$ cat config.mk
export PLATFORM = sky130hd
export DESIGN_NAME = core_special_register_set
export DESIGN_NICKNAME = d
export VERILOG_FILES = /design/src/hdl/core_special_register_set.v
export VERILOG_INCLUDE_DIRS = /design/src /design/src/hdl
export SDC_FILE = /design/constraint.sdc
export NUM_CORES = 1
export LEC_CHECK = 0
export BUFFER_PORTS_ARGS = -buffer_cell sky130_fd_sc_hd__buf_4
export CELL_PAD_IN_SITES_DETAIL_PLACEMENT = 1
export CELL_PAD_IN_SITES_GLOBAL_PLACEMENT = 2
export CORE_MARGIN = 2
export CORE_UTILIZATION = 34
export CTS_BUF_LIST = sky130_fd_sc_hd__clkbuf_8
export DETAILED_ROUTE_END_ITERATION = 10
export PLACE_DENSITY_LB_ADDON = 0.15
export SYNTH_ARGS = -nofsm -noshare
export SYNTH_HDL_FRONTEND = slang
export SYNTH_SLANG_ARGS = --single-unit
$ cat constraint.sdc
create_clock -name I_CLK -period 16.2 [get_ports I_CLK]
set_clock_uncertainty 0.2 [all_clocks]
set_input_delay 0.81 -clock I_CLK [delete_from_list [all_inputs] [get_ports I_CLK]]
set_output_delay 0.81 -clock I_CLK [all_outputs]
set_load 0.01 [all_outputs]
$ cat src/hdl/core_sfr_regs.vh
// Addresses, reset values, field positions and operation codes of the core register set
`ifndef CORE_SFR_REGS_VH
`define CORE_SFR_REGS_VH

// Register addresses (also the APB word index; byte address is index times four)
`define ADDR_STACK_POINTER      8'h81
`define ADDR_DATA_POINTER_LOW   8'h82
`define ADDR_DATA_POINTER_HIGH  8'h83
`define ADDR_PROGRAM_STATUS     8'hD0
`define ADDR_ARITH_PRIMARY      8'hE0
`define ADDR_SECOND_OPERAND     8'hF0

// Reset values
`define RST_STACK_POINTER       8'h07
`define RST_DATA_POINTER_LOW    8'h00
`define RST_DATA_POINTER_HIGH   8'h00
`define RST_PROGRAM_STATUS      8'h00
`define RST_ARITH_PRIMARY       8'h00
`define RST_SECOND_OPERAND      8'h00

// Status word field positions
`define PSW_CARRY               7
`define PSW_AUX_CARRY           6
`define PSW_USER_FLAG_ZERO      5
`define PSW_BANK_HI             4
`define PSW_BANK_LO             3
`define PSW_SIGNED_WRAP         2
`define PSW_USER_FLAG_ONE       1
`define PSW_PARITY              0

// Arithmetic operation codes
`define OP_ADD                  3'h1
`define OP_ADDC                 3'h2
`define OP_SUBB                 3'h3
`define OP_PRODUCT              3'h4
`define OP_DIVIDE               3'h5

// Bank geometry and misc widths
`define BANK_SHIFT              3
`define BYTE_MAX                16'h00FF
`define APB_WORD_LSB            2
`define BIT_SEL_MSB             2

`endif

$ cat src/hdl/core_special_register_set.v
// Core special-function register set with APB access and execution-side ports
//
// Contract
// - Accumulator at E0H, bit-addressable, resets zero
// - Second operand at F0H, bit-addressable, resets zero
// - Push increments stack pointer before writing
// - Stack pointer at 81H resets to seven
// - Data pointer low byte at 82H
// - Data pointer high byte at 83H
// - Status word at D0H, parity read-only
// - Bank bits select register bank base
// - Add/subtract set signed wrap from carries
// - Product and divide signed wrap handling
`timescale 1ns/1ps
`include "core_sfr_regs.vh"

module core_special_register_set (
  input  wire        I_CLK,
  input  wire        I_SYS_RST,
  input  wire        PSEL,
  input  wire        PENABLE,
  input  wire        PWRITE,
  input  wire [9:0]  PADDR,
  input  wire [31:0] PWDATA,
  output wire        PREADY,
  output wire        PSLVERR,
  output reg  [31:0] PRDATA,
  input  wire        i_sfr_we,
  input  wire [7:0]  i_sfr_addr,
  input  wire [7:0]  i_sfr_wdata,
  output reg  [7:0]  o_sfr_rdata,
  input  wire        i_bit_we,
  input  wire [7:0]  i_bit_addr,
  input  wire        i_bit_val,
  input  wire        i_push,
  input  wire [7:0]  i_push_data,
  input  wire        i_pop,
  output reg         o_stack_we,
  output reg  [7:0]  o_stack_addr,
  output reg  [7:0]  o_stack_wdata,
  input  wire        i_arith_go,
  input  wire [2:0]  i_arith_op,
  input  wire [7:0]  i_arith_opnd,
  output reg  [7:0]  o_arith_primary,
  output reg  [7:0]  o_second_operand,
  output reg  [7:0]  o_stack_pointer,
  output reg  [15:0] o_data_pointer_pair,
  output reg  [7:0]  o_program_status_word,
  output reg  [7:0]  o_bank_base
);

  reg  [7:0]  arith_primary;
  reg  [7:0]  second_operand;
  reg  [7:0]  stack_pointer;
  reg  [7:0]  data_pointer_low;
  reg  [7:0]  data_pointer_high;
  reg  [7:1]  status_bits;
  reg  [7:0]  next_arith_primary;
  reg  [7:0]  next_second_operand;
  reg  [7:0]  next_stack_pointer;
  reg  [7:0]  next_data_pointer_low;
  reg  [7:0]  next_data_pointer_high;
  reg  [7:1]  next_status_bits;

  // Parity has no flop, so only the upper seven reset bits are stored
  localparam [7:0] reset_status_word = `RST_PROGRAM_STATUS;

  wire        parity;
  wire [7:0]  status_word;
  wire [7:0]  apb_index;
  wire        apb_aligned;
  wire        apb_hit;
  wire        apb_write;
  wire [7:0]  bit_byte;
  wire [2:0]  bit_pos;
  wire        carry_in;

  // Arithmetic intermediates
  wire [8:0]  add_full;
  wire [7:0]  add_low7;
  wire [4:0]  add_nib;
  wire [8:0]  sub_full;
  wire [7:0]  sub_low7;
  wire [4:0]  sub_nib;
  wire [15:0] product;
  wire [7:0]  quotient;
  wire [7:0]  remainder;

  // Parity follows the accumulator with no write path of its own
  assign parity      = ^arith_primary;
  assign status_word = {status_bits, parity};

  // Printed offsets 81H-83H are not word aligned, so all printed offsets act as word indices
  assign apb_index   = PADDR[9:`APB_WORD_LSB];
  assign apb_aligned = (PADDR[`APB_WORD_LSB-1:0] == 2'b00);
  assign apb_hit     = apb_aligned && is_mapped(apb_index);
  assign apb_write   = PSEL && PENABLE && PWRITE && apb_hit;
  assign PREADY      = 1'b1;
  assign PSLVERR     = PSEL && PENABLE && !apb_hit;

  assign bit_byte    = {i_bit_addr[7:`BIT_SEL_MSB+1], 3'b000};
  assign bit_pos     = i_bit_addr[`BIT_SEL_MSB:0];
  assign carry_in    = (i_arith_op == `OP_ADD) ? 1'b0 : status_bits[`PSW_CARRY];

  assign add_full    = {1'b0, arith_primary} + {1'b0, i_arith_opnd} + {8'h00, carry_in};
  assign add_low7    = {1'b0, arith_primary[6:0]} + {1'b0, i_arith_opnd[6:0]}
                       + {7'h00, carry_in};
  assign add_nib     = {1'b0, arith_primary[3:0]} + {1'b0, i_arith_opnd[3:0]}
                       + {4'h0, carry_in};
  assign sub_full    = {1'b0, arith_primary} - {1'b0, i_arith_opnd} - {8'h00, carry_in};
  assign sub_low7    = {1'b0, arith_primary[6:0]} - {1'b0, i_arith_opnd[6:0]}
                       - {7'h00, carry_in};
  assign sub_nib     = {1'b0, arith_primary[3:0]} - {1'b0, i_arith_opnd[3:0]}
                       - {4'h0, carry_in};
  assign product     = arith_primary * second_operand;
  // Divisor of zero is guarded so the divider never sees it
  assign quotient    = (second_operand == 8'h00) ? arith_primary
                       : arith_primary / second_operand;
  assign remainder   = (second_operand == 8'h00) ? second_operand
                       : arith_primary % second_operand;

  function is_mapped;
    input [7:0] addr;
    begin
      case (addr)
        `ADDR_STACK_POINTER, `ADDR_DATA_POINTER_LOW, `ADDR_DATA_POINTER_HIGH,
        `ADDR_PROGRAM_STATUS, `ADDR_ARITH_PRIMARY, `ADDR_SECOND_OPERAND: is_mapped = 1'b1;
        default: is_mapped = 1'b0;
      endcase
    end
  endfunction

  // Shared read decode for the bus and the execution side
  function [7:0] sfr_read;
    input [7:0] addr;
    input [7:0] acc_v;
    input [7:0] b_v;
    input [7:0] sp_v;
    input [7:0] dpl_v;
    input [7:0] dph_v;
    input [7:0] psw_v;
    begin
      case (addr)
        `ADDR_STACK_POINTER:     sfr_read = sp_v;
        `ADDR_DATA_POINTER_LOW:  sfr_read = dpl_v;
        `ADDR_DATA_POINTER_HIGH: sfr_read = dph_v;
        `ADDR_PROGRAM_STATUS:    sfr_read = psw_v;
        `ADDR_ARITH_PRIMARY:     sfr_read = acc_v;
        `ADDR_SECOND_OPERAND:    sfr_read = b_v;
        default:                 sfr_read = 8'h00;
      endcase
    end
  endfunction

  // Later sources override earlier ones: bus, byte write, bit write, stack, arithmetic
  always @* begin
    next_arith_primary     = arith_primary;
    next_second_operand    = second_operand;
    next_stack_pointer     = stack_pointer;
    next_data_pointer_low  = data_pointer_low;
    next_data_pointer_high = data_pointer_high;
    next_status_bits       = status_bits;

    if (apb_write) begin
      case (apb_index)
        `ADDR_STACK_POINTER:     next_stack_pointer = PWDATA[7:0];
        `ADDR_DATA_POINTER_LOW:  next_data_pointer_low = PWDATA[7:0];
        `ADDR_DATA_POINTER_HIGH: next_data_pointer_high = PWDATA[7:0];
        `ADDR_PROGRAM_STATUS:    next_status_bits = PWDATA[7:1];
        `ADDR_ARITH_PRIMARY:     next_arith_primary = PWDATA[7:0];
        `ADDR_SECOND_OPERAND:    next_second_operand = PWDATA[7:0];
        default: begin
        end
      endcase
    end

    if (i_sfr_we) begin
      case (i_sfr_addr)
        `ADDR_STACK_POINTER:     next_stack_pointer = i_sfr_wdata;
        `ADDR_DATA_POINTER_LOW:  next_data_pointer_low = i_sfr_wdata;
        `ADDR_DATA_POINTER_HIGH: next_data_pointer_high = i_sfr_wdata;
        `ADDR_PROGRAM_STATUS:    next_status_bits = i_sfr_wdata[7:1];
        `ADDR_ARITH_PRIMARY:     next_arith_primary = i_sfr_wdata;
        `ADDR_SECOND_OPERAND:    next_second_operand = i_sfr_wdata;
        default: begin
        end
      endcase
    end

    // Only the addressed bit moves; a bit write to parity is dropped
    if (i_bit_we) begin
      case (bit_byte)
        `ADDR_ARITH_PRIMARY:  next_arith_primary[bit_pos] = i_bit_val;
        `ADDR_SECOND_OPERAND: next_second_operand[bit_pos] = i_bit_val;
        `ADDR_PROGRAM_STATUS: begin
          if (bit_pos != `PSW_PARITY)
            next_status_bits[bit_pos] = i_bit_val;
        end
        default: begin
        end
      endcase
    end

    if (i_push)
      next_stack_pointer = stack_pointer + 8'h01;
    else if (i_pop)
      next_stack_pointer = stack_pointer - 8'h01;

    if (i_arith_go) begin
      case (i_arith_op)
        `OP_ADD, `OP_ADDC: begin
          next_arith_primary                  = add_full[7:0];
          next_status_bits[`PSW_CARRY]        = add_full[8];
          next_status_bits[`PSW_AUX_CARRY]    = add_nib[4];
          next_status_bits[`PSW_SIGNED_WRAP]  = add_full[8] ^ add_low7[7];
        end
        `OP_SUBB: begin
          next_arith_primary                  = sub_full[7:0];
          next_status_bits[`PSW_CARRY]        = sub_full[8];
          next_status_bits[`PSW_AUX_CARRY]    = sub_nib[4];
          next_status_bits[`PSW_SIGNED_WRAP]  = sub_full[8] ^ sub_low7[7];
        end
        `OP_PRODUCT: begin
          next_arith_primary                  = product[7:0];
          next_second_operand                 = product[15:8];
          next_status_bits[`PSW_CARRY]        = 1'b0;
          next_status_bits[`PSW_SIGNED_WRAP]  = (product > `BYTE_MAX);
        end
        `OP_DIVIDE: begin
          // Zero divisor leaves both registers as they were
          next_arith_primary                  = quotient;
          next_second_operand                 = remainder;
          next_status_bits[`PSW_CARRY]        = 1'b0;
          next_status_bits[`PSW_SIGNED_WRAP]  = (second_operand == 8'h00);
        end
        default: begin
        end
      endcase
    end
  end

  always @(posedge I_CLK or posedge I_SYS_RST) begin
    if (I_SYS_RST) begin
      arith_primary     <= `RST_ARITH_PRIMARY;
      second_operand    <= `RST_SECOND_OPERAND;
      stack_pointer     <= `RST_STACK_POINTER;
      data_pointer_low  <= `RST_DATA_POINTER_LOW;
      data_pointer_high <= `RST_DATA_POINTER_HIGH;
      status_bits       <= reset_status_word[7:1];
    end else begin
      arith_primary     <= next_arith_primary;
      second_operand    <= next_second_operand;
      stack_pointer     <= next_stack_pointer;
      data_pointer_low  <= next_data_pointer_low;
      data_pointer_high <= next_data_pointer_high;
      status_bits       <= next_status_bits;
    end
  end

  // Stack write strobe uses the already incremented pointer
  always @(posedge I_CLK or posedge I_SYS_RST) begin
    if (I_SYS_RST) begin
      o_stack_we    <= 1'b0;
      o_stack_addr  <= `RST_STACK_POINTER;
      o_stack_wdata <= 8'h00;
    end else begin
      o_stack_we    <= i_push;
      o_stack_addr  <= next_stack_pointer;
      o_stack_wdata <= i_push ? i_push_data : o_stack_wdata;
    end
  end

  // Registered views; bus read data is captured in the setup phase
  always @(posedge I_CLK or posedge I_SYS_RST) begin
    if (I_SYS_RST) begin
      PRDATA                <= 32'h0000_0000;
      o_sfr_rdata           <= 8'h00;
      o_arith_primary       <= `RST_ARITH_PRIMARY;
      o_second_operand      <= `RST_SECOND_OPERAND;
      o_stack_pointer       <= `RST_STACK_POINTER;
      o_data_pointer_pair   <= {`RST_DATA_POINTER_HIGH, `RST_DATA_POINTER_LOW};
      o_program_status_word <= `RST_PROGRAM_STATUS;
      o_bank_base           <= 8'h00;
    end else begin
      if (PSEL && !PENABLE)
        PRDATA <= {24'h00_0000, sfr_read(apb_index, arith_primary, second_operand,
                   stack_pointer, data_pointer_low, data_pointer_high, status_word)};
      o_sfr_rdata           <= sfr_read(i_sfr_addr, arith_primary, second_operand,
                               stack_pointer, data_pointer_low, data_pointer_high,
                               status_word);
      o_arith_primary       <= next_arith_primary;
      o_second_operand      <= next_second_operand;
      o_stack_pointer       <= next_stack_pointer;
      o_data_pointer_pair   <= {next_data_pointer_high, next_data_pointer_low};
      o_program_status_word <= {next_status_bits, ^next_arith_primary};
      o_bank_base           <= {3'b000, next_status_bits[`PSW_BANK_HI],
                                next_status_bits[`PSW_BANK_LO], 3'b000};
    end
  end

endmodule

After elaboration in Yosys (flattened, before gate mapping) --
Index checks and enable logic that the tools add are counted.
Storage, ports and cells: register bits 98, bits of input ports 96, output and inout port bits 115, logic and storage cells 126
Operators by class: add/sub/neg operators 14, multipliers 1, divide/modulo/power cells 2, magnitude comparators 3, equality and inequality tests 21, multiplexer cells 53, bitwise gates (word level) 2, reductions and logical operators 17
Operators by type and width (count):
- 2-to-1 mux 8 bit | 30
- == test 8 bit, second input constant | 12
- case mux 8 bit (6 select lines) | 2
- 2-to-1 mux 7 bit | 7
- case mux 8 bit (4 select lines) | 1
- bitwise mux 8 bit | 2
- greater-than comparator 16 x 8 -> 1 bit, second input constant | 1
- multiplier 8 x 8 -> 16 bit | 1
- case mux 8 bit (2 select lines) | 1
- XOR reduction 8 bit | 2
- == test 5 bit, second input constant | 3
- adder 8 x 8 -> 9 bit | 1
- adder 9 x 1 -> 9 bit | 1
- subtractor 8 x 8 -> 9 bit | 1
- subtractor 9 x 1 -> 9 bit | 1
- adder 7 x 7 -> 8 bit | 1
- adder 8 x 1 -> 8 bit | 1
- adder 8 x 1 -> 8 bit, second input constant | 1
- divider 8 x 8 -> 8 bit | 1
- logical NOT 8 bit | 1
- modulo 8 x 8 -> 8 bit | 1
- subtractor 7 x 7 -> 8 bit | 1
- subtractor 8 x 1 -> 8 bit | 1
- subtractor 8 x 1 -> 8 bit, second input constant | 1
- 24 further kinds | 38

Depth between registers and ports, before layout --
Gate-level depths: netlist of run 1.
word-level depth 14, mapped depth 56, depth with buffers taken out 55

Worst setup path after synthesis of run 1 --
OpenSTA, ideal clock, no wires.
kind register to register, from register, netlist name o_second_operand[0], to register o_second_operand[3], setup time 0.124 ns, arrival 11.606 ns, required time 15.876 ns, path slack 4.270 ns, stages on the path, launching flop included 51, buffers on the path 2, period minus slack after synthesis 11.930 ns, cells stage by stage dfrtp_1 > clkbuf_1 > inv_1 > ha_1 > nor2_1 > nor3b_1 > nand2_1 > xnor2_1 > ha_1 > o21a_1 > o31ai_1 > a22oi_1 > ha_1 > o211ai_1 > a211oi_4 > nor2_1 > a21oi_2 > ha_1 > (+15 left out) > mux2_2 > ha_1 > or2_2 > a21oi_1 > a21oi_1 > a41oi_1 > mux2i_1 > ha_1 > nor2b_1 > o21ai_1 > a21boi_0 > o31a_1 > o21a_1 > or2_0 > clkbuf_1 > nor3b_1 > a21o_1 > a211o_1
RTL lines:
- to (signal assigned) | line core_special_register_set.v:279 | o_second_operand <= `RST_SECOND_OPERAND;
- to (signal assigned) | line core_special_register_set.v:292 | o_second_operand <= next_second_operand;
- to (decl) | line core_special_register_set.v:45 | output reg [7:0] o_second_operand,

==> results of run 1 <==
## layer usage
metal	up-vias	global-route usage	wire length [um]
met5	-	0	0
met4	0	0.09045	1197
met3	53	0.01897	1573
met2	262	0.4553	20320
met1	4995	0.3420	18310
li1	4677	-	-
## Yosys cell counts (all sizes together), types with 40 or more instances
master,n
ha,104
fa,41
inv,92
dfrtp,70
nand2,118
a21oi,77
clkbuf,57
buf,49
xnor2,41
a22oi,40
mux2i,48
nor2,112
o21ai,73
## worst max-delay path, delay by kind of cell (launching register included)
kind	cells	cell delay [ps]
AO/OA/AOI/OAI	28	6530
AND/OR/NAND/NOR	10	2700
adder cells (fa/ha/maj)	7	2440
multiplexers	2	830
flip-flops	1	810
buffers and inverters	1	750
XOR/XNOR	1	130
## metrics by stage
| step | hold slack, ps | cell area, sq um | setup slack [ps] | util |
|---|---|---|---|---|
| 6_report | 283.9 | 11880 | 1731 | 0.3986 |
| 2_1_floorplan | 316.2 | 10460 | 4270 | - |
| 5_1_grt | 306.1 | 11880 | 459.0 | 0.3986 |
| 3_3_place_gp | 268.4 | 11670 | 2049 | 0.3915 |
| 4_1_cts | 292.7 | 11880 | 1777 | 0.3986 |
| 3_5_place_dp | 273.6 | 11670 | 1854 | 0.3915 |
## worst max-delay path by stage
stage / from / end / slack, ps / depth (start not counted)
after floorplan: o_second_operand[0]$_DFFE_PP0P_ / o_second_operand[3]$_DFFE_PP0P_ / 4270 / 50
after global placement: o_second_operand[3]$_DFFE_PP0P_ / o_second_operand[4]$_DFFE_PP0P_ / 2050 / 49
after detailed placement: o_second_operand[3]$_DFFE_PP0P_ / o_second_operand[4]$_DFFE_PP0P_ / 1850 / 49
after CTS: o_second_operand[3]$_DFFE_PP0P_ / o_second_operand[4]$_DFFE_PP0P_ / 1780 / 49
after global routing: o_second_operand[3]$_DFFE_PP0P_ / o_second_operand[4]$_DFFE_PP0P_ / 460 / 49
final: o_second_operand[3]$_DFFE_PP0P_ / o_second_operand[4]$_DFFE_PP0P_ / 1730 / 49
## area by class of cell
cell class,count,area (sq um),area share
clock buffers,9,123.9,0.01043
clock inverters,7,87.58,0.007374
inverters,98,367.9,0.03097
multi-input cells,1026,7696,0.6480
flip-flops and latches,73,1831,0.1541
well taps,390,488.0,0.04108
repair buffers,171,1284,0.1081
## registers in the layout, indices dropped and copies added (netlist names)
register / count
o_second_operand: 8
PRDATA: 8
o_sfr_rdata: 8
o_data_pointer_pair: 15
o_stack_wdata: 8
o_arith_primary: 8
data_pointer_high: 1
o_stack_pointer: 8
o_stack_we: 1
o_program_status_word: 8
## cell families after synthesis
logic type / Yosys count
other cells: 2
flops: 73
buf+inv: 204
fa+ha+maj: 146
mux: 83
compound gates: 342
simple gates: 366
xor+xnor: 58
==> run_results.csv, run 1 <==
group,metric,value,unit
timing,post-route-min-period,14470,ps
timing,slew_headroom,0.2963,
synthesis,synth-compound-area-share,0.2204,
route,detail_route.iter0.violations,649,
final_layout,final_cell_mix,"sky130_fd_sc_hd__buf_4 (171), sky130_fd_sc_hd__nand2_1 (118), sky130_fd_sc_hd__nor2_1 (112), sky130_fd_sc_hd__ha_1 (104), sky130_fd_sc_hd__inv_1 (90)",
synthesis,ys_dominant_reg_cell,"sky130_fd_sc_hd__dfrtp_1",
final_layout,number_of_antenna_cells_inserted,0,
status,result_of_the_run,"complete, no violations",
timing,rsz0062_at_grt,"no",
clock_network,clkTransAtPathRegs,80,ps
route,ant_nets,0,
global_routing,grt_first_pass_wirelength,62.42,mm
global_routing,gr-usage-all-layers,0.2619,
critical_path,critical-path-max-stage-delay,850,ps
timing,tightestPinTransition,1042,ps
floorplan,fp.dieW,178.5,um
min_path,hold-path-endpoint,"PRDATA[1]$_DFFE_PP0P_",
synthesis,ys_types,84,
timing,finalSetupViolCount,0,
clock_network,cts_tree,"yes",
critical_path,crit_path_end_kind,"flip-flop",
floorplan,ioPinCount,211,
synthesis,post_synth.cell_area_avg,8.122,sq um
floorplan,floorplan_row_count,63,
global_routing,first_global_vias,10140,
synthesis,asyncSetResetFlopFracSynth,1.000,
global_routing,antenna_violations_before_repair,0,
synthesis,mappedNetlistArea,0.01035,sq mm
final_layout,final-instance-count-excl-fill,1774,
synthesis,synth_largest_area_cell,"sky130_fd_sc_hd__dfrtp_1",
clock_network,worst_skew_pair.late_latency,390,ps
route,vias,9987,
clock_network,post_cts_buffers,0,
clock_network,cts-htree-levels,3,
synthesis,synth_simple_gate_area_frac,0.1678,
synthesis,combinational_family_with_the_most_area_after_synthesis,"compound AO/OA/AOI/OAI gates",
timing,fmax,0.06912,GHz
synthesis,total_of_warnings_raised_by_yosys,0,
route,detailedRoute.firstPassIterationCount,5,
min_path,hold_critical_path_depth,2,
route,postRouteWirelength,41.40,mm
critical_path,worstPathArrival,14590,ps
clock_network,cts_buffers,9,
final_layout,nNetsFinal,1620,
clock_network,tritoncts_num_sinks,73,
critical_path,worstReg2RegStart,"o_second_operand[3]$_DFFE_PP0P_",
min_path,worst_min_path_start,"PRDATA[1]$_DFFE_PP0P_",
critical_path,critical-path-top-cell-by-count,"sky130_fd_sc_hd__o21a_1",
synthesis,synth.ff_latch_count,73,
synthesis,synth-adder-area-share,0.2060,
synthesis,synth_area_leaders,"sky130_fd_sc_hd__dfrtp_1 (17%), sky130_fd_sc_hd__ha_1 (13%), sky130_fd_sc_hd__fa_1 (7.9%)",
critical_path,critical_path_peak_fanout,12,
synthesis,synth-edff-count,0,
floorplan,initial_core_utilization,0.3473,
critical_path,startpoint_type,"flip-flop",
route,post_drt_via_cell_ratio,5.630,
final_layout,layout-drive-gt1-share,0.1777,
critical_path,critical_path_required,16320,ps
placed_design,count_of_input_and_output_buffers,155,
synthesis,post_synthesis_instance_total,1274,
global_routing,grt.overflow.total,0,
placed_design,numPlacedInstances,1758,
timing,timing.final.hold_violations,0,
floorplan,dieHeight,178.5,um
clock_network,clock_tree.root_cell,"sky130_fd_sc_hd__clkbuf_8",
synthesis,synth_top_area_share,0.1693,
synthesis,synth_xor_area_frac,0.05187,
critical_path,reg2reg_depth,49,
floorplan,design.core.area,0.02980,sq mm
critical_path,crit_slowest_cell,"sky130_fd_sc_hd__a41oi_1",
clock_network,hold_buffers,0,
min_path,timing.hold.worst.class,"flip-flop to flip-flop",
synthesis,post_synth_mux_area_share,0.08634,
critical_path,reg2reg_to,"o_second_operand[4]$_DFFE_PP0P_",
clock_network,ctsResizeCount,0,
timing,finalMaxSlewViolations,0,
floorplan,die_area,0.03184,sq mm
synthesis,seq_area_frac_synth,0.1769,
placed_design,place.detailed.hpwl,32.21,mm
critical_path,path_class,"flip-flop to flip-flop",
route,residual_drc,0,
final_layout,fill_cell_total_of_the_finished_layout,3667,
placed_design,place.gp.congestion,0.8991,
final_layout,final_common_cell,"sky130_fd_sc_hd__buf_4",
route,wl_per_cell,23.34,um
run,max-cap-violations,0,
global_routing,grt_start_max_net_pins,74,
timing,final_min_period_over_clock_period,0.8931,
final_layout,flow.area_growth_from_synthesis,14.79,%
timing,setup_total_negative_slack,0,ps
clock_network,clock_tree.buffer_depth,2,
critical_path,reg2reg_slack,1730,ps
Power of run 1 is left out: the tool's default activity adds up to more than one toggle a clock period on the data nets, which glitch-free logic cannot reach.
==> run 2: changes to the inputs <==
- PLACE_DENSITY: not set -> 0.88
- PLACE_DENSITY_LB_ADDON: 0.15 -> not set
==> run 2 against run 1 <==
Fmax shrank 0.48%. Via count grew 0.82%. Final area decreased by 0.28%. Worst hold slack improved by 4.8 ps. Non-clock buffer count down 5. Sequential share of layout area hardly changed. Clock-buffer cell count up 2. Worst setup slack worse by 70 ps. Flip-flop and latch count did not move.
==> run_results.csv, run 2 (synthesis gave the netlist of run 1 again) <==
group,metric,value,unit
status,result_of_the_run,"complete, no violations",
clock_network,tritoncts_num_sinks,73,
route,postRouteWirelength,40.04,mm
clock_network,hold_buffers,0,
timing,post-route-min-period,14540,ps
critical_path,worstPathArrival,14660,ps
timing,rsz0062_at_grt,"no",
clock_network,cts_buffers,9,
critical_path,startpoint_type,"flip-flop",
route,vias,10070,
clock_network,clkTransAtPathRegs,90,ps
placed_design,place.gp.congestion,0.9097,
route,detailedRoute.firstPassIterationCount,5,
global_routing,grt.overflow.total,0,
clock_network,cts_tree,"yes",
placed_design,numPlacedInstances,1753,
critical_path,crit_path_end_kind,"flip-flop",
clock_network,clock_tree.root_cell,"sky130_fd_sc_hd__clkbuf_8",
route,ant_nets,0,
critical_path,critical-path-max-stage-delay,830,ps
clock_network,cts-htree-levels,3,
timing,setup_total_negative_slack,0,ps
critical_path,path_class,"flip-flop to flip-flop",
final_layout,number_of_flip_flops_under_the_largest_register_name,15,
final_layout,nNetsFinal,1615,
global_routing,grt_first_pass_wirelength,60.57,mm
timing,finalMaxSlewViolations,0,
final_layout,fill_cell_total_of_the_finished_layout,3635,
floorplan,dieHeight,178.5,um
clock_network,clock_tree.buffer_depth,2,
timing,timing.final.hold_violations,0,
critical_path,critical_path_peak_fanout,15,
floorplan,ioPinCount,211,
clock_network,ctsResizeCount,0,
final_layout,final-instance-count-excl-fill,1769,
run,max-cap-violations,0,
final_layout,final_cell_mix,"sky130_fd_sc_hd__buf_4 (166), sky130_fd_sc_hd__nand2_1 (118), sky130_fd_sc_hd__nor2_1 (112), sky130_fd_sc_hd__ha_1 (104), sky130_fd_sc_hd__inv_1 (89)",
route,residual_drc,0,
timing,final_min_period_over_clock_period,0.8974,
timing,fmax,0.06878,GHz
route,wl_per_cell,22.63,um
timing,tightestPinTransition,1008,ps
final_layout,flow.area_growth_from_synthesis,14.46,%
floorplan,initial_core_utilization,0.3473,
global_routing,antenna_violations_before_repair,0,
timing,finalSetupViolCount,0,
critical_path,crit_path_launch,"o_second_operand[0]$_DFFE_PP0P_",
final_layout,layout-drive-gt1-share,0.1755,
global_routing,grt_start_max_net_pins,74,
floorplan,die_area,0.03184,sq mm
floorplan,fp.dieW,178.5,um
critical_path,critical_path_required,16320,ps
route,detail_route.iter0.violations,791,
route,post_drt_via_cell_ratio,5.692,
placed_design,place.detailed.hpwl,31.15,mm
floorplan,floorplan_row_count,63,
global_routing,gr-usage-all-layers,0.2499,
floorplan,design.core.area,0.02980,sq mm
clock_network,post_cts_buffers,0,
final_layout,number_of_antenna_cells_inserted,0,
placed_design,count_of_input_and_output_buffers,155,
critical_path,crit_slowest_cell,"sky130_fd_sc_hd__dfrtp_1",
final_layout,final_common_cell,"sky130_fd_sc_hd__buf_4",
global_routing,first_global_vias,10290,
clock_network,worst_skew_pair.late_latency,380,ps
critical_path,worstReg2RegStart,"o_second_operand[0]$_DFFE_PP0P_",
min_path,worst_min_path_start,"PRDATA[5]$_DFFE_PP0P_",
timing,slew_headroom,0.3190,
final_layout,regMostFlops,"o_data_pointer_pair",
min_path,timing.hold.worst.class,"flip-flop to flip-flop",
[run 2: changes by cell type in the layout (fill, tap and decap cells not counted), sizes merged]
cell,delta
clkinvlp,+1
clkbuf,+2
inv,-1
bufinv,-1
buf,-5
clkinv,-1
[run 2: worst paths after layout]
path | to | slack [ps] | cells after the start
worst min register to register | PRDATA[5]$_DFFE_PP0P_ | 290 | 2
worst max register to register | o_second_operand[6]$_DFFE_PP0P_ | 1660 | 50
min in group asynchronous | o_program_status_word[0]$_DFF_PP0_ | 540 | 3
max in group asynchronous | o_sfr_rdata[6]$_DFF_PP0_ | 14610 | 3
worst min-delay path | PRDATA[5]$_DFFE_PP0P_ | 290 | 2
worst max-delay path | o_second_operand[6]$_DFFE_PP0P_ | 1660 | 50
[run 2: through the flow]
stage | setup slack, ps | hold slack [ps] | area [sq um] | utilization
after detailed placement | 1824 | 274.9 | 11630 | 0.3903
after global placement | 2097 | 268.3 | 11630 | 0.3903
final | 1661 | 288.7 | 11840 | 0.3975
after floorplan | 4270 | 316.2 | 10460 | -
after global routing | 670.1 | 308.7 | 11840 | 0.3975
after CTS | 1764 | 294.9 | 11840 | 0.3975
[run 2: worst max-delay path, delay by kind of cell (launching register included)]
| kind | cells | cell delay [ps] |
|---|---|---|
| compound gates | 28 | 6540 |
| fa+ha+maj | 8 | 2920 |
| simple gates | 10 | 2500 |
| flops | 1 | 830 |
| mux | 2 | 810 |
| buf+inv | 1 | 520 |
| xor+xnor | 1 | 130 |
[run 2: routing by layer]
| metal | GRT usage | share of wire |
|---|---|---|
| met5 | 0 | 0 |
| met3 | 0.02579 | 0.051 |
| met2 | 0.4387 | 0.49 |
| met1 | 0.3223 | 0.43 |
| met4 | 0.07486 | 0.026 |
[run 2: final cells by class]
cell class | count | area [sq um] | share of cell area
flip-flops and latches | 73 | 1831 | 0.1546
multi-input cells | 1026 | 7696 | 0.6498
clock buffers | 11 | 151.4 | 0.01278
inverters | 98 | 367.9 | 0.03106
clock inverters | 5 | 63.81 | 0.005388
repair buffers | 166 | 1246 | 0.1052
well taps | 390 | 488.0 | 0.04120
Power of run 2 is left out for the same reason.
==> run 3: changes to the inputs <==
- ABC_AREA: not set -> 1
- CORE_UTILIZATION: 34 -> 31
- PLACE_DENSITY: 0.88 -> 0.87
==> run 3 against run 2 <==
Die area up 13%. Sequential share of layout area fell by 0.74 points. Critical path depth rose by 30. Via count rose by 14%. Global-route usage down 1.3 points. Cell count grew 26%. Register-to-register slack gained 2000 ps. Critical endpoint is now o_program_status_word[0]$_DFF_PP0_. Largest cell class unchanged.
==> run_results.csv, run 3 <==
group,metric,value,unit
final_layout,fill_cell_total_of_the_finished_layout,4520,
global_routing,antenna_violations_before_repair,0,
floorplan,die_area,0.03605,sq mm
timing,slew_headroom,0.2139,
final_layout,number_of_antenna_cells_inserted,0,
clock_network,clkTransAtPathRegs,90,ps
critical_path,critical_path_required,16270,ps
critical_path,startpoint_type,"flip-flop",
route,post_drt_via_cell_ratio,5.142,
clock_network,post_cts_buffers,0,
critical_path,critical-path-max-stage-delay,700,ps
route,residual_drc,0,
placed_design,numPlacedInstances,2217,
critical_path,crit_path_end_kind,"flip-flop",
synthesis,post_synth.cell_area_avg,6.523,sq um
route,detail_route.iter0.violations,665,
min_path,worst_min_path_start,"o_stack_wdata[0]$_DFFE_PP0P_",
final_layout,number_of_flip_flops_under_the_largest_register_name,15,
placed_design,count_of_input_and_output_buffers,155,
timing,finalSetupViolCount,0,
synthesis,synth.ff_latch_count,73,
placed_design,place.detailed.hpwl,34.23,mm
global_routing,grt.overflow.total,0,
final_layout,flow.area_growth_from_synthesis,16.11,%
clock_network,cts-htree-levels,3,
global_routing,first_global_vias,11790,
route,ant_nets,0,
synthesis,synth_area_leaders,"sky130_fd_sc_hd__dfrtp_1 (16%), sky130_fd_sc_hd__nand2_1 (15%), sky130_fd_sc_hd__ha_1 (12%)",
route,postRouteWirelength,42.56,mm
status,result_of_the_run,"complete, no violations",
critical_path,critical_path_peak_fanout,14,
timing,rsz0062_at_grt,"no",
final_layout,final_cell_mix,"sky130_fd_sc_hd__nand2_1 (420), sky130_fd_sc_hd__inv_1 (271), sky130_fd_sc_hd__buf_4 (171), sky130_fd_sc_hd__o21ai_0 (106), sky130_fd_sc_hd__ha_1 (104)",
critical_path,path_class,"flip-flop to flip-flop",
clock_network,tritoncts_num_sinks,73,
clock_network,worst_skew_pair.late_latency,380,ps
critical_path,worstReg2RegStart,"o_second_operand[3]$_DFFE_PP0P_",
final_layout,layout-drive-gt1-share,0.1327,
global_routing,gr-usage-all-layers,0.2371,
floorplan,initial_core_utilization,0.3124,
critical_path,worstPathArrival,12650,ps
synthesis,synth_top_area_share,0.1636,
route,vias,11480,
clock_network,clock_tree.buffer_depth,2,
floorplan,floorplan_row_count,68,
global_routing,grt_first_pass_wirelength,66.38,mm
floorplan,dieHeight,189.9,um
synthesis,synth_largest_area_cell,"sky130_fd_sc_hd__dfrtp_1",
timing,tightestPinTransition,1168,ps
timing,fmax,0.07953,GHz
global_routing,grt_start_max_net_pins,74,
final_layout,final-instance-count-excl-fill,2233,
clock_network,cts_tree,"yes",
clock_network,clock_tree.root_cell,"sky130_fd_sc_hd__clkbuf_8",
min_path,timing.hold.worst.class,"flip-flop to flip-flop",
synthesis,post-synth-top-count-cell,"sky130_fd_sc_hd__nand2_1",
min_path,hold_critical_path_depth,2,
route,detailedRoute.firstPassIterationCount,5,
timing,timing.final.hold_violations,0,
placed_design,place.gp.congestion,0.9095,
floorplan,fp.dieW,189.9,um
final_layout,final_common_cell,"sky130_fd_sc_hd__nand2_1",
critical_path,reg2reg_to,"o_program_status_word[0]$_DFF_PP0_",
clock_network,cts_buffers,9,
synthesis,post_synthesis_instance_total,1642,
clock_network,ctsResizeCount,0,
timing,post-route-min-period,12570,ps
critical_path,reg2reg_depth,80,
final_layout,nNetsFinal,2014,
timing,setup_total_negative_slack,0,ps
synthesis,total_of_warnings_raised_by_yosys,0,
critical_path,reg2reg_slack,3630,ps
critical_path,critical-path-top-cell-by-count,"sky130_fd_sc_hd__nand2_1",
floorplan,ioPinCount,211,
synthesis,seq_area_frac_synth,0.1709,
synthesis,mappedNetlistArea,0.01071,sq mm
route,wl_per_cell,19.06,um
synthesis,synth-edff-count,0,
timing,final_min_period_over_clock_period,0.7761,
synthesis,ys_types,56,
floorplan,design.core.area,0.03429,sq mm
synthesis,synth_top_cells_by_count,"sky130_fd_sc_hd__nand2_1 (420), sky130_fd_sc_hd__inv_1 (272), sky130_fd_sc_hd__o21ai_0 (106)",
critical_path,crit_slowest_cell,"sky130_fd_sc_hd__dfrtp_1",
timing,finalMaxSlewViolations,0,
run,max-cap-violations,0,
synthesis,asyncSetResetFlopFracSynth,1.000,
synthesis,ys_dominant_reg_cell,"sky130_fd_sc_hd__dfrtp_1",
min_path,hold-path-endpoint,"o_stack_wdata[0]$_DFFE_PP0P_",
final_layout,regMostFlops,"o_data_pointer_pair",
clock_network,hold_buffers,0,
## run 3: kinds of logic after synthesis
group                    Yosys count  synth area share
flip-flops                        73            0.1709
AO/OA/AOI/OAI                    340            0.1843
multiplexers                       1         0.0009346
AND/OR/NAND/NOR                  677            0.2707
other                              2         0.0007012
XOR/XNOR                          36           0.02944
buffers and inverters            368            0.1449
adder cells (fa/ha/maj)          145            0.1981
## run 3: layer usage
metal	up-vias	global-route usage	wire length (um)
li1	5546	-	-
met1	5577	0.3261	19630
met2	299	0.3915	19570
met3	60	0.03025	2341
met4	0	0.06321	1019
met5	-	0	0
## run 3: area by class of cell
| cell class | count | area (sq um) | share of cell area |
|---|---|---|---|
| Clock buffer | 9 | 123.9 | 0.009961 |
| Clock inverter | 7 | 102.6 | 0.008250 |
| Inverter | 288 | 1082 | 0.08703 |
| Multi-Input combinational cell | 1230 | 7443 | 0.5986 |
| Sequential cell | 73 | 1831 | 0.1472 |
| Tap cell | 455 | 569.3 | 0.04578 |
| Timing Repair Buffer | 171 | 1284 | 0.1032 |
## run 3: worst max-delay path by stage
stage	start	endpoint	slack (ps)
after floorplan	o_second_operand[0]$_DFFE_PP0P_	o_program_status_word[0]$_DFF_PP0_	6380
after global placement	o_second_operand[5]$_DFFE_PP0P_	o_program_status_word[0]$_DFF_PP0_	4170
after detailed placement	o_second_operand[3]$_DFFE_PP0P_	o_program_status_word[0]$_DFF_PP0_	3840
after CTS	o_arith_primary[1]$_DFF_PP0_	o_program_status_word[0]$_DFF_PP0_	3780
after global routing	o_arith_primary[1]$_DFF_PP0_	o_program_status_word[0]$_DFF_PP0_	2280
final	o_second_operand[3]$_DFFE_PP0P_	o_program_status_word[0]$_DFF_PP0_	3630
## run 3: through the flow
step | hold WS (ps) | worst slack (ps) | util | instance area, sq um
3_3_place_gp | 259.6 | 4172 | 0.3561 | 12210
6_report | 285.3 | 3627 | 0.3627 | 12440
5_1_grt | 321.2 | 2281 | 0.3627 | 12440
3_5_place_dp | 266.2 | 3835 | 0.3561 | 12210
2_1_floorplan | 308.6 | 6381 | - | 10820
4_1_cts | 291.8 | 3781 | 0.3627 | 12440
## run 3: worst max-delay path: cells and delay by family, from the launching register on
kind | cells | cell delay [ps]
and+or+nand+nor | 50 | 5740
adders and majority gates | 7 | 2110
AOI/OAI and AO/OA | 8 | 1850
buffers and inverters | 15 | 1840
DFF | 1 | 700
Power of run 3 is left out for the same reason.
